File: src/core/pse_map.vh
`ifndef PSE_MAP_VH
`define PSE_MAP_VH
// ==========================================================
// clock
`define PSE_CLK_MHZ 100
// ==========================================================
// times in their own units
`define PSE_BACKOFF_MS 400
`define PSE_DGL_NS 2000
`define PSE_DET_STEP_US 10
`define PSE_CLASS_US 20
`define PSE_INRUSH_MS 60
`define PSE_START_MS 60
`define PSE_OVLD_MS 60
`define PSE_POR_US 10
`define PSE_FSS_GAP_US 20
// ==========================================================
// derived cycle counts at 100 mhz, sized to the counters that hold them
`define PSE_BACKOFF_CYC 26'h2625a00
`define PSE_DGL_CYC 12'h0c8
`define PSE_DET_CYC 26'h00003e8
`define PSE_CLASS_CYC 26'h00007d0
`define PSE_INRUSH_CYC 26'h05b8d80
`define PSE_START_CYC 24'h5b8d80
`define PSE_OVLD_CYC 24'h5b8d80
`define PSE_POR_CYC 12'h3e8
`define PSE_FSS_GAP_CYC 12'h7d0
// ==========================================================
// fault timer step sizes
`define PSE_TMR_UP 28'h0000010
`define PSE_TMR_DN 28'h0000001
// ==========================================================
// reset values
`define PSE_RST_STATE 3'h0
`define PSE_RST_ADDR 4'hf
`define PSE_RST_SYNC 47'h7c0000000000
`endif

File: src/core/pse_dglitch.v
`timescale 1ns/1ps
// ==========================================================
// two-flop synchroniser followed by a stability filter
module pse_dglitch #(
  parameter [11:0] CYC = 12'h0c8,
  parameter RST_VAL = 1'b0
) (
  // clock and reset
  input wire clk_i,
  input wire sys_rst_i,
  // pin and filtered level
  input wire pin_i,
  output wire lvl_o
);
  reg s1_r;
  reg s2_r;
  reg lvl_r;
  reg [11:0] cnt_r;

  // level changes only after CYC stable samples
  always @(posedge clk_i or posedge sys_rst_i) begin
    if (sys_rst_i) begin
      s1_r <= RST_VAL;
      s2_r <= RST_VAL;
      lvl_r <= RST_VAL;
      cnt_r <= 12'h000;
    end else begin
      s1_r <= pin_i;
      s2_r <= s1_r;
      if (s2_r == lvl_r) begin
        cnt_r <= 12'h000;
      end else if (cnt_r == CYC - 12'h001) begin
        lvl_r <= s2_r;
        cnt_r <= 12'h000;
      end else begin
        cnt_r <= cnt_r + 12'h001;
      end
    end
  end

  assign lvl_o = lvl_r;
endmodule // pse_dglitch

File: src/core/pse_port_ctrl.v
`timescale 1ns/1ps
`include "pse_map.vh"
// Behaviour
// RULE1: semiauto, port above 2.5 V: discharge, wait 400 ms before detection
// RULE2: detect with two probe currents, four points; refuse capacitive loads
// RULE3: bias resistor to supply on, except while detecting or powered
// RULE4: gate low on any low supply or after overcurrent timeout
// RULE5: gate low when the port is turned off by manual shutdown
// RULE6: powered and above cut threshold: fault timer counts up, limit on
// RULE7: port off when timer reaches overload time, start time at turn-on
// RULE8: below cut, timer counts down at 1/16; re-enable only at zero
// RULE9: during inrush, lower current limit from supply-to-port voltage
// RULE10: open-drain interrupt pulled low while any interrupt bit set
// RULE11: fast shutdown active high, default low, deglitched 1 to 5 us
// RULE12: fast shutdown turns ports off like the port reset command
// RULE13: 3-bit mode: pulse series selects up to 8 priority levels
// RULE14: deglitched low reset turns ports off, restores power-up state
// RULE15: internal power-on reset independent of the reset pin
// RULE16: separate data in line and open-drain data out line
// RULE17: four address select inputs set the slave address
// RULE18: classification may run on several ports at once
// RULE19: each channel has its own fault timer and shutdown state
module pse_port_ctrl #(
  parameter [25:0] BACKOFF_CYC = `PSE_BACKOFF_CYC,
  parameter [25:0] INRUSH_CYC = `PSE_INRUSH_CYC,
  parameter [23:0] START_CYC = `PSE_START_CYC,
  parameter [23:0] OVLD_CYC = `PSE_OVLD_CYC
) (
  // clock and reset
  input wire clk_i,
  input wire sys_rst_i,
  input wire ext_rst_n_i,
  // supplies, from analog comparators
  input wire vdd_ok_i,
  input wire high_voltage_supply_ok_i,
  // per-channel analog status, asynchronous
  input wire [7:0] port_v_above_i,
  input wire [7:0] det_valid_i,
  input wire [7:0] det_cap_load_i,
  input wire [7:0] power_cut_threshold_i,
  input wire [7:0] fold_v_high_i,
  // per-channel control and the semiauto mode bit, same clock
  input wire semiauto_i,
  input wire [7:0] port_enable_i,
  input wire [7:0] manual_off_i,
  input wire [7:0] port_reset_i,
  // fast shutdown
  input wire fast_shutdown_in_i,
  input wire fss_mode3_i,
  input wire [7:0] fss_enable_i,
  input wire [23:0] fss_priority_i,
  // interrupt
  input wire [7:0] int_flags_i,
  output wire int_o,
  output wire int_oe_n_o,
  // serial data lines and address
  input wire serial_data_in_line_i,
  input wire sda_drive_low_i,
  input wire [3:0] bus_address_select_i,
  output wire serial_data_in_sync_o,
  output wire serial_data_out_line_o,
  output wire serial_data_out_line_oe_n_o,
  output wire [3:0] bus_address_o,
  output wire chip_reset_o,
  // per-channel outputs
  output wire [7:0] gate_drive_out_o,
  output wire [7:0] discharge_en_o,
  output wire [7:0] bias_res_en_o,
  output wire [7:0] probe_en_o,
  output wire [7:0] probe_hi_o,
  output wire [7:0] meas_strobe_o,
  output wire [7:0] class_meas_o,
  output wire [7:0] current_limit_level_o,
  output wire [7:0] foldback_en_o,
  output wire [7:0] port_on_o,
  output wire [7:0] fault_o
);
  // ==========================================================
  // states and counts
  localparam [2:0] ST_IDLE = 3'h0;
  localparam [2:0] ST_BACKOFF = 3'h1;
  localparam [2:0] ST_DETECT = 3'h2;
  localparam [2:0] ST_CLASS = 3'h3;
  localparam [2:0] ST_INRUSH = 3'h4;
  localparam [2:0] ST_ON = 3'h5;
  localparam [2:0] ST_COOL = 3'h6;
  localparam [11:0] DGL_CYC = `PSE_DGL_CYC;
  localparam [25:0] DET_CYC = `PSE_DET_CYC;
  localparam [25:0] CLASS_CYC = `PSE_CLASS_CYC;
  localparam [11:0] POR_CYC = `PSE_POR_CYC;
  localparam [11:0] GAP_CYC = `PSE_FSS_GAP_CYC;

  // ==========================================================
  // input synchronisers
  wire [46:0] raw_in;
  reg [46:0] s1_r;
  reg [46:0] s2_r;
  assign raw_in = {serial_data_in_line_i, bus_address_select_i, high_voltage_supply_ok_i, vdd_ok_i,
                   fold_v_high_i, power_cut_threshold_i, det_cap_load_i, det_valid_i,
                   port_v_above_i};
  always @(posedge clk_i or posedge sys_rst_i) begin
    if (sys_rst_i) begin
      // data and address pins idle high; a low reset value would fake a start
      s1_r <= `PSE_RST_SYNC;
      s2_r <= `PSE_RST_SYNC;
    end else begin
      s1_r <= raw_in;
      s2_r <= s1_r;
    end
  end
  wire [7:0] vhi_s = s2_r[7:0];
  wire [7:0] val_s = s2_r[15:8];
  wire [7:0] cap_s = s2_r[23:16];
  wire [7:0] cut_s = s2_r[31:24];
  wire [7:0] fold_s = s2_r[39:32];
  wire sup_low = ~s2_r[40] | ~s2_r[41];
  wire [3:0] addr_s = s2_r[45:42];
  wire sda_s = s2_r[46];

  // ==========================================================
  // power-on reset and external reset
  reg [11:0] por_cnt_r;
  wire por_busy = (por_cnt_r != POR_CYC);
  wire ext_rst_lvl;
  wire int_rst;
  always @(posedge clk_i or posedge sys_rst_i) begin
    if (sys_rst_i) begin
      por_cnt_r <= 12'h000;
    end else if (por_busy) begin
      por_cnt_r <= por_cnt_r + 12'h001; // RULE15
    end
  end
  // pin idles high, as its pull-up would hold it
  pse_dglitch #(.CYC(DGL_CYC), .RST_VAL(1'b1)) u_rst_dgl (
    .clk_i(clk_i),
    .sys_rst_i(sys_rst_i),
    .pin_i(ext_rst_n_i),
    .lvl_o(ext_rst_lvl)
  );
  assign int_rst = por_busy | ~ext_rst_lvl; // RULE14
  assign chip_reset_o = int_rst;

  // ==========================================================
  // fast shutdown decoding
  wire fss_lvl;
  reg fss_d_r;
  reg fss_pend_r;
  reg [2:0] fss_lvl_r;
  reg [11:0] fss_gap_r;
  reg [7:0] fss_kill_r;
  wire [7:0] fss_sel;
  wire fss_rise = fss_lvl & ~fss_d_r;
  // reset value low stands in for the pull-down
  pse_dglitch #(.CYC(DGL_CYC), .RST_VAL(1'b0)) u_fss_dgl (
    .clk_i(clk_i),
    .sys_rst_i(sys_rst_i),
    .pin_i(fast_shutdown_in_i),
    .lvl_o(fss_lvl)
  ); // RULE11
  // pulse count closes after a quiet gap; an ninth pulse saturates at level 7
  always @(posedge clk_i or posedge sys_rst_i) begin
    if (sys_rst_i) begin
      fss_d_r <= 1'b0;
      fss_pend_r <= 1'b0;
      fss_lvl_r <= 3'h0;
      fss_gap_r <= 12'h000;
      fss_kill_r <= 8'h00;
    end else if (int_rst) begin
      fss_d_r <= fss_lvl;
      fss_pend_r <= 1'b0;
      fss_lvl_r <= 3'h0;
      fss_gap_r <= 12'h000;
      fss_kill_r <= 8'h00;
    end else begin
      fss_d_r <= fss_lvl;
      fss_kill_r <= 8'h00;
      if (!fss_mode3_i) begin
        fss_pend_r <= 1'b0;
        if (fss_rise) begin
          fss_kill_r <= fss_enable_i;
        end
      end else if (fss_rise) begin
        fss_gap_r <= 12'h000;
        fss_pend_r <= 1'b1;
        if (!fss_pend_r) begin
          fss_lvl_r <= 3'h0;
        end else if (fss_lvl_r != 3'h7) begin
          fss_lvl_r <= fss_lvl_r + 3'h1; // RULE13
        end
      end else if (fss_pend_r) begin
        if (fss_gap_r == GAP_CYC - 12'h001) begin
          fss_pend_r <= 1'b0;
          fss_kill_r <= fss_sel; // RULE13
        end else begin
          fss_gap_r <= fss_gap_r + 12'h001;
        end
      end
    end
  end

  // ==========================================================
  // interrupt, data line and address
  reg int_oe_n_r;
  reg sda_oe_n_r;
  reg sda_in_r;
  reg [3:0] addr_r;
  always @(posedge clk_i or posedge sys_rst_i) begin
    if (sys_rst_i) begin
      int_oe_n_r <= 1'b1;
      sda_oe_n_r <= 1'b1;
      sda_in_r <= 1'b1;
      addr_r <= `PSE_RST_ADDR;
    end else begin
      int_oe_n_r <= ~(|int_flags_i); // RULE10
      sda_oe_n_r <= int_rst | ~sda_drive_low_i; // RULE16
      sda_in_r <= sda_s; // RULE16
      if (int_rst) begin
        addr_r <= addr_s; // RULE17
      end
    end
  end
  assign int_o = 1'b0;
  assign int_oe_n_o = int_oe_n_r;
  assign serial_data_out_line_o = 1'b0;
  assign serial_data_out_line_oe_n_o = sda_oe_n_r;
  assign serial_data_in_sync_o = sda_in_r;
  assign bus_address_o = addr_r;

  // ==========================================================
  // channel engines
  genvar g;
  generate
    for (g = 0; g < 8; g = g + 1) begin : g_ch // RULE19
      reg [2:0] st_r;
      reg [2:0] st_nxt;
      reg [25:0] cnt_r;
      reg [25:0] cnt_nxt;
      reg [1:0] step_r;
      reg [1:0] step_nxt;
      reg [27:0] tmr_r;
      reg [27:0] tmr_nxt;
      reg strb_r;
      reg strb_nxt;
      reg flt_r;
      reg flt_nxt;
      reg gate_r;
      wire hot = (st_r == ST_INRUSH) | (st_r == ST_ON);
      wire kill = port_reset_i[g] | fss_kill_r[g]; // RULE12
      wire stop = sup_low | manual_off_i[g] | kill | ~port_enable_i[g];
      wire [27:0] lim = (st_r == ST_INRUSH) ? {START_CYC, 4'h0} : {OVLD_CYC, 4'h0};
      assign fss_sel[g] = fss_enable_i[g] & (fss_priority_i[3*g+2:3*g] <= fss_lvl_r);
      always @* begin
        st_nxt = st_r;
        cnt_nxt = cnt_r + 26'h0000001;
        step_nxt = step_r;
        strb_nxt = 1'b0;
        flt_nxt = 1'b0;
        tmr_nxt = tmr_r;
        // up by 16 when hot and over, otherwise down by 1 until it holds at zero
        if (hot && cut_s[g]) begin
          tmr_nxt = tmr_r + `PSE_TMR_UP; // RULE6
        end else if (tmr_r != 28'h0000000) begin
          tmr_nxt = tmr_r - `PSE_TMR_DN; // RULE8
        end
        case (st_r)
          ST_IDLE: begin
            cnt_nxt = 26'h0000000;
            step_nxt = 2'h0;
            if (!stop) begin
              if (semiauto_i && vhi_s[g]) begin
                st_nxt = ST_BACKOFF; // RULE1
              end else begin
                st_nxt = ST_DETECT;
              end
            end
          end
          ST_BACKOFF: begin
            if (cnt_r == BACKOFF_CYC - 26'h0000001) begin
              cnt_nxt = 26'h0000000;
              st_nxt = ST_DETECT; // RULE1
            end
          end
          ST_DETECT: begin
            if (cnt_r == DET_CYC - 26'h0000001) begin
              cnt_nxt = 26'h0000000;
              strb_nxt = 1'b1; // RULE2
              step_nxt = step_r + 2'h1;
              if (step_r == 2'h3) begin
                // legacy or capacitive signature is never powered
                st_nxt = (val_s[g] && !cap_s[g]) ? ST_CLASS : ST_IDLE; // RULE2
              end
            end
          end
          ST_CLASS: begin
            if (cnt_r == CLASS_CYC - 26'h0000001) begin
              cnt_nxt = 26'h0000000;
              st_nxt = ST_INRUSH; // RULE18
            end
          end
          ST_INRUSH: begin
            if (tmr_r >= lim) begin
              st_nxt = ST_COOL; // RULE7
              flt_nxt = 1'b1;
            end else if (cnt_r == INRUSH_CYC - 26'h0000001) begin
              st_nxt = ST_ON;
            end
          end
          ST_ON: begin
            if (tmr_r >= lim) begin
              st_nxt = ST_COOL; // RULE7
              flt_nxt = 1'b1;
            end
          end
          ST_COOL: begin
            if (tmr_r == 28'h0000000) begin
              st_nxt = ST_IDLE; // RULE8
            end
          end
          default: begin
            st_nxt = ST_COOL;
          end
        endcase
        // stop wins over any forward step
        if (stop && (st_r != ST_IDLE) && (st_r != ST_COOL)) begin
          st_nxt = ST_COOL; // RULE5
        end
      end
      always @(posedge clk_i or posedge sys_rst_i) begin
        if (sys_rst_i) begin
          st_r <= `PSE_RST_STATE;
          cnt_r <= 26'h0000000;
          step_r <= 2'h0;
          tmr_r <= 28'h0000000;
          strb_r <= 1'b0;
          flt_r <= 1'b0;
          gate_r <= 1'b0;
        end else if (int_rst) begin
          st_r <= `PSE_RST_STATE; // RULE14
          cnt_r <= 26'h0000000;
          step_r <= 2'h0;
          tmr_r <= 28'h0000000;
          strb_r <= 1'b0;
          flt_r <= 1'b0;
          gate_r <= 1'b0;
        end else begin
          st_r <= st_nxt;
          cnt_r <= cnt_nxt;
          step_r <= step_nxt;
          tmr_r <= tmr_nxt;
          strb_r <= strb_nxt;
          flt_r <= flt_nxt;
          // taken from next state so a low supply drops the gate at once
          gate_r <= (st_nxt == ST_INRUSH) | (st_nxt == ST_ON); // RULE4
        end
      end
      assign gate_drive_out_o[g] = gate_r;
      assign discharge_en_o[g] = (st_r == ST_BACKOFF); // RULE1
      assign bias_res_en_o[g] = ~((st_r == ST_DETECT) | hot); // RULE3
      assign probe_en_o[g] = (st_r == ST_DETECT);
      assign probe_hi_o[g] = (st_r == ST_DETECT) & step_r[1]; // RULE2
      assign meas_strobe_o[g] = strb_r;
      assign class_meas_o[g] = (st_r == ST_CLASS); // RULE18
      assign current_limit_level_o[g] = hot & cut_s[g]; // RULE6
      assign foldback_en_o[g] = (st_r == ST_INRUSH) & fold_s[g]; // RULE9
      assign port_on_o[g] = hot;
      assign fault_o[g] = flt_r;
    end
  endgenerate
endmodule // pse_port_ctrl

File: config.mk
export PLATFORM = sky130hd
export DESIGN_NAME = pse_port_ctrl
export DESIGN_NICKNAME = d
export VERILOG_FILES = /design/src/core/pse_dglitch.v /design/src/core/pse_port_ctrl.v
export VERILOG_INCLUDE_DIRS = /design/src /design/src/core
export SDC_FILE = /design/constraint.sdc
export NUM_CORES = 2
export LEC_CHECK = 0
export BUFFER_PORTS_ARGS = -buffer_cell sky130_fd_sc_hd__buf_2
export CAP_MARGIN = 20
export CELL_PAD_IN_SITES_DETAIL_PLACEMENT = 0
export CELL_PAD_IN_SITES_GLOBAL_PLACEMENT = 1
export CORE_ASPECT_RATIO = 2
export CORE_MARGIN = 4
export CORE_UTILIZATION = 52
export CTS_CLUSTER_SIZE = 14
export DETAILED_ROUTE_END_ITERATION = 8
export GPL_TIMING_DRIVEN = 0
export PLACE_DENSITY = 0.86
export SLEW_MARGIN = 30
export SYNTH_ARGS = -nofsm -noshare
export SYNTH_HDL_FRONTEND = slang
export SYNTH_SLANG_ARGS = --single-unit
export TNS_END_PERCENT = 5
File: constraint.sdc
create_clock -name clk_i -period 45.8 [get_ports clk_i]
set_input_delay 4.58 -clock clk_i [delete_from_list [all_inputs] [get_ports clk_i]]
set_output_delay 4.58 -clock clk_i [all_outputs]
set_load 0.03 [all_outputs]
# [Yosys cells after proc, flatten, opt, wreduce, memory -nomap -nowiden]
# Cells that the tools add are included.
[totals] ff_bits=664 in_bits=118
[classes] mux=281 n_bitwise=116 addsub=37 reduce_logical=120 magnitude_cmp=16 n_eq_ne=129
[ops] operator="$mux W26" count=32
[ops] operator="$pmux W26 S4" count=8
[ops] operator="$mux W28" count=24
[ops] operator="$mux W3" count=93
[ops] operator="$add A28 B5 Y28 const B" count=8
[ops] operator="$ge A28 B27 Y1 const B" count=8
[ops] operator="$logic_not A28 Y1" count=8
[ops] operator="$reduce_bool A28 Y1" count=8
[ops] operator="$sub A28 B1 Y28 const B" count=8
[ops] operator="$add A26 B1 Y26 const B" count=8
[ops] operator="$eq A26 B10 Y1 const B" count=8
[ops] operator="$eq A26 B11 Y1 const B" count=8
[ops] operator="$eq A26 B23 Y1 const B" count=8
[ops] operator="$eq A26 B26 Y1 const B" count=8
[ops] operator="$pmux W3 S7" count=8
[ops] operator="$eq A3 B3 Y1 const B" count=40
[ops] operator="$mux W12" count=9
[ops] operator="$reduce_bool A3 Y1" count=25
[ops] operator="$mux W2" count=32
[ops] operator="$mux W1" count=61
[ops] operator="$or A1 B1 Y1" count=59
[ops] operator="$add A12 B1 Y12 const B" count=4
[ops] operator="$eq A3 B2 Y1 const B" count=16
[ops] operator="$mux W8" count=6
[ops] operator="23 further kinds" count=202

# [Logic depth before layout (Yosys ltp)]
[logic_depth] ltp_word=11 depth_mapped=11 ltp_nobuf=9

# [Cells and area by module]
# Synthesis repeated with hierarchy kept, for this count alone.
[hier_totals] hier_cells=4272 area_unflattened_um2=37927.6
[by_module_without_submodules] mod="pse_port_ctrl" n_inst=1 cells_each=4134 seq_area_each_um2=15886.5 area_per_inst_um2=36507.5
[by_module_without_submodules] mod="pse_dglitch at u_rst_dgl" n_inst=1 cells_each=69 seq_area_each_um2=379.1 area_per_inst_um2=711.9
[by_module_without_submodules] mod="pse_dglitch at u_fss_dgl" n_inst=1 cells_each=69 seq_area_each_um2=375.4 area_per_inst_um2=708.2

# [Worst setup path after synthesis]
# No wires, ideal clock.
[synth_path] kind="register -> output" startpoint="register por_cnt_r[0]" endpoint="output chip_reset_o" required_time_ps=41220 n_path_buf=4 path_stages_with_launch=10 arrival_ps=2378 slack_ps=38842 path_cell_list="dfrtp_1 > inv_1 > ha_1 > and4b_1 > and4_1 > clkbuf_1 > inv_1 > clkbuf_1 > clkbuf_1 > clkbuf_1"
[synth_between] elab_chain_len=2
[synth_lines] element="start: declaration" line="pse_port_ctrl.v:122" text="reg [11:0] por_cnt_r;"
[synth_lines] element="start signal: assignment" line="pse_port_ctrl.v:130" text="por_cnt_r <= por_cnt_r + 12'h001;"
[synth_lines] element="$ne A12 B10 Y1" line="pse_port_ctrl.v:123" text="wire por_busy = (por_cnt_r != POR_CYC);"
[synth_lines] element="$or A1 B1 Y1" line="pse_port_ctrl.v:140" text="assign int_rst = por_busy | ~ext_rst_lvl;"
[synth_lines] element="end: declaration" line="pse_port_ctrl.v:64" text="output wire chip_reset_o,"
# No other way between the ends.

# [Worst setup path after layout]
# Ends and elaborated chain as after synthesis.

==> run summary <==
The flow ran to the end, and the final reports show no timing, DRC or antenna violations. The signal on the critical path passes through inv_1 -> ha_1 -> and4b_1 -> and4_1 -> clkbuf_1 -> inv_1 -> clkbuf_2 -> clkbuf_1 -> clkbuf_1 -> buf_2. The number of unique standard cell types used by synthesis is 94. Type of element capturing the critical path: an output port. The run gives 6,709 as the number of filler instances in the final layout. The peak per-stage delay on the critical path is 650 ps, and the register-to-register path setup slack is 41,430 ps. The tools report the largest voltage drop on the vdd net as 36.1 uV. STA classifies the critical path startpoint as a register. The path class of the tightest hold or removal check is register to register. At the worst endpoint, the required time is 41,220 ps. The tools report the via count of the first global-routing pass as 34,000. The worst register-to-register path begins at por_cnt_r[0]. The routed layout has 33,800 vias. The depth of the worst register-to-register path was 10; the overall fraction of global-route tracks in use was 29.8%.

After clock tree synthesis, the flow added hold-fix buffers numbering 0. The horizontal extent of the die came out at 199 microns. Highest fanout seen on the critical path: 10. Summed over all layers, the global routing overflow is 0. The count of cells in the finished layout, fillers not included, comes to 5,525. Buffers added to address setup during post-CTS repair amount to 0.

Across all setup checks in the final design, the least slack found is 36,470 ps. The power density over the cells was 27.4 nW/um^2; the average via count per standard cell was 6.12. The logs give 37,140 ps for the post-place setup slack and 4,754 for the number of nets in the layout. For hold timing, the worst endpoint is s2_r[30].

The endpoint identified for the worst register-to-register timing path is g_ch[2].strb_r. The wire length of the first global-routing pass is 184,000 microns, and the cell count of the worst hold path is 0. For the sequential standard cell area, the log shows 16,600 sq um.

The static leakage power is 18.5 nW, and the worst-case clock skew is 27.8 ps. At the pin with the least slew margin, the transition time is 1060 ps. The number of antenna violations at the first check in global routing came out at 7. In the synthesized netlist, the number of instances is 4,265. In this run the cell area measured after placement is 40,500 sq um. For the final routed database, the setup TNS stands at 0 ps.

The library cell contributing the largest single delay on the critical path is sky130_fd_sc_hd__inv_1. Once layout is done, the placed cells without fillers occupy 42,600 sq um. The standard-cell row count was 139; the pin count of the biggest net entering global routing was 98. The clock period could shrink to 9330 ps. The critical path arrival is 4760 ps. The final hold violation count is 0. In this run, placement finished with an instance count of 5,404. TritonCTS built the clock tree.

Wires add up to 117,000 microns. The average instance in the mapped netlist occupies 8.89 sq um. In this run the most critical hold path is launched from s1_r[30].

For the violation count after the first detailed-routing iteration, the log shows 2,109. The count of synthesis-stage warnings from yosys is 0, and the final antenna-violating net count is 0. The cell that appears most often on the critical path is sky130_fd_sc_hd__clkbuf_1. After synthesis, the cell types taking the most area are sky130_fd_sc_hd__dfrtp_1, sky130_fd_sc_hd__nor2_1, sky130_fd_sc_hd__xnor2_1.

Setup violations remaining at the end of the flow were counted as 0. The share of synthesized area in the top cell type comes to 42.5%. In this run, synthesis inferred 0 flip-flops with an integrated enable.

In this run, post-CTS repair resized a total of 0 instances. The critical path is of the register to output port type. Clock-pin slew of the registers on the worst-case setup and hold paths: 70 ps.

For this run, the leading register cell type out of synthesis is sky130_fd_sc_hd__dfrtp_1. The count of buffering cells on the critical path with inverters included is 7, and the count of TritonRoute iterations in the first routing pass is 7. The worst pin sits at a relative slew slack of 28.6%.

The cell area after synthesis is 37,900 sq um, and the starting density of the core is 52.7%. Total area of multi-input combinational cells: 19,700 sq um. For the number of max-slew violations in the final report, the log shows 0.

Root buffer cell: sky130_fd_sc_hd__clkbuf_16. The clock passes through at most 3 buffers. After synthesis, flip-flops and latches occupy 43.9% of the total area. The congestion estimate from routability-driven global placement came to 0.990. Buffers inserted during clock tree synthesis total 66. The die covers 77,600 sq um. Sorting the synthesized cells by how often they occur yields sky130_fd_sc_hd__dfrtp_1, sky130_fd_sc_hd__nor2_1, sky130_fd_sc_hd__nand2_1. Input and output buffers added on the ports amount to 212. The share of flip-flops with an asynchronous set or reset after synthesis came out at 100%. Setup repair after global routing left no endpoint under its margin.

The timing-limited maximum frequency is 107 MHz. The HPWL after detailed placement is 87,100 microns. The number of synthesized register bits was 664.

The H-tree generated during clock tree synthesis spans 3 levels. The tools report the standard cell core area as 72,000 sq um. The cell with the most instances after synthesis is sky130_fd_sc_hd__dfrtp_1. The later-pin clock latency in the skew report came out at 650 ps. The portion of the clock cycle consumed by the worst path in the final layout was 20.4%; the count of maximum capacitance violations was 0. During I/O placement, the number of pins put on the boundary was 216. The fraction of layout cells with a size suffix above 1 was 10.9%. The area growth from synthesis to layout is 12.4%.

Of all cell types, the one taking the most synthesized area is sky130_fd_sc_hd__dfrtp_1. The family with the most delay on the worst path is buffers and inverters. The clock net in this run drives a total of 664 sinks.

The post-detailed-route wirelength per cell was 21.2 microns. The floorplan step set the die height to 390 microns. The remaining routing DRC violations is 0.
==> cell families (layout without fill, tap and decap cells) <==
group	Yosys count	after routing	synth area share, %
mux	19	19	0.538
other cells	1	6	0.00989
xor+xnor	403	403	9.31
fa+ha+maj	82	82	2.69
buf+inv	395	734	4.34
simple gates	2120	2120	29.4
compound gates	581	581	9.82
flops	664	664	43.9
==> cell type report <==
| class | instances | share of cell area [%] |
|---|---|---|
| Inverter | 145 | 1.29 |
| Buffer | 250 | 2.63 |
| Sequential cell | 664 | 39.0 |
| Timing Repair Buffer | 222 | 3.10 |
| Clock inverter | 24 | 0.499 |
| Clock buffer | 93 | 4.43 |
| Tap cell | 916 | 2.69 |
| Antenna cell | 4 | 0.0235 |
| Multi-Input combinational cell | 3207 | 46.3 |
==> stage by stage <==
stage | hold slack [ps] | utilization (%) | power (mW)
after detailed placement | 336 | 56.2 | 0.633
after global routing | 354 | 59.2 | 1.21
after CTS | 350 | 59.1 | 1.18
after floorplan | 331 | - | 0.619
after global placement | 331 | 55.7 | 0.631
final | 347 | 59.2 | 1.17
==> report_power, final <==
group | leakage [nW] | internal (mW) | switching, mW
logic | 8.43 | 0.00840 | 0.0182
registers | 8.99 | 0.592 | 0.00227
clock network | 1.03 | 0.305 | 0.242
total | 18.5 | 0.906 | 0.263
==> how the worst max path moves through the flow <==
stage | startpoint | end | slack, ps | cells after the start
after global placement | sys_rst_i | u_rst_dgl.cnt_r[0] | 15350 | 2
after floorplan | sys_rst_i | fss_d_r | 22640 | 1
final | por_cnt_r[0] | chip_reset_o | 36470 | 10
after global routing | por_cnt_r[0] | chip_reset_o | 36330 | 10
after CTS | por_cnt_r[0] | chip_reset_o | 36440 | 10
after detailed placement | por_cnt_r[0] | chip_reset_o | 37140 | 10
==> sequential cells by signal, summed over array words and instances (netlist names), 3 cells and up <==
signal and flops:
u_fss_dgl.cnt_r 12, g_ch.step_r 16, fss_lvl_r 3, g_ch.strb_r 8
g_ch.st_r 24, g_ch.flt_r 8, bus_address_o 4, g_ch.cnt_r 208
g_ch.gate_r 8, s2_r 47, g_ch.tmr_r 224, s1_r 47
fss_gap_r 12, fss_kill_r 8, por_cnt_r 12, u_rst_dgl.cnt_r 12
==> worst register-to-register path: cells and delay by family, from the launching register on <==
kind,cells,cell delay (ps)
buf+inv,6,2630
simple gates,3,990
flops,1,430
fa+ha+maj,1,170
==> routing by layer <==
| layer | GRT usage [%] | share of wire, % | vias up |
|---|---|---|---|
| met5 | 0 | 0.023 | - |
| met4 | 17.0 | 6.6 | 4 |
| met3 | 3.93 | 4.9 | 381 |
| met2 | 55.6 | 53 | 1095 |
| met1 | 31.8 | 35 | 16500 |
| li1 | - | - | 15800 |
==> cells in the final DEF, fill, tap and decap left out, types with 69 or more instances in the layout <==
| cell type | instances |
|---|---|
| sky130_fd_sc_hd__nand4_1 | 133 |
| sky130_fd_sc_hd__xor2_1 | 170 |
| sky130_fd_sc_hd__nand2_1 | 280 |
| sky130_fd_sc_hd__ha_1 | 80 |
| sky130_fd_sc_hd__nor4_1 | 116 |
| sky130_fd_sc_hd__inv_1 | 143 |
| sky130_fd_sc_hd__dfrtp_1 | 644 |
| sky130_fd_sc_hd__a21oi_1 | 154 |
| sky130_fd_sc_hd__xnor2_1 | 233 |
| sky130_fd_sc_hd__clkbuf_16 | 69 |
| sky130_fd_sc_hd__buf_2 | 226 |
| sky130_fd_sc_hd__and3_1 | 99 |
| sky130_fd_sc_hd__o21ai_0 | 132 |
| sky130_fd_sc_hd__nor3_1 | 254 |
| sky130_fd_sc_hd__or3_1 | 72 |
| sky130_fd_sc_hd__nor2_1 | 574 |
| sky130_fd_sc_hd__nand3_1 | 216 |
| sky130_fd_sc_hd__clkbuf_1 | 193 |
No activity file was read; power rests on OpenSTA's default activity.
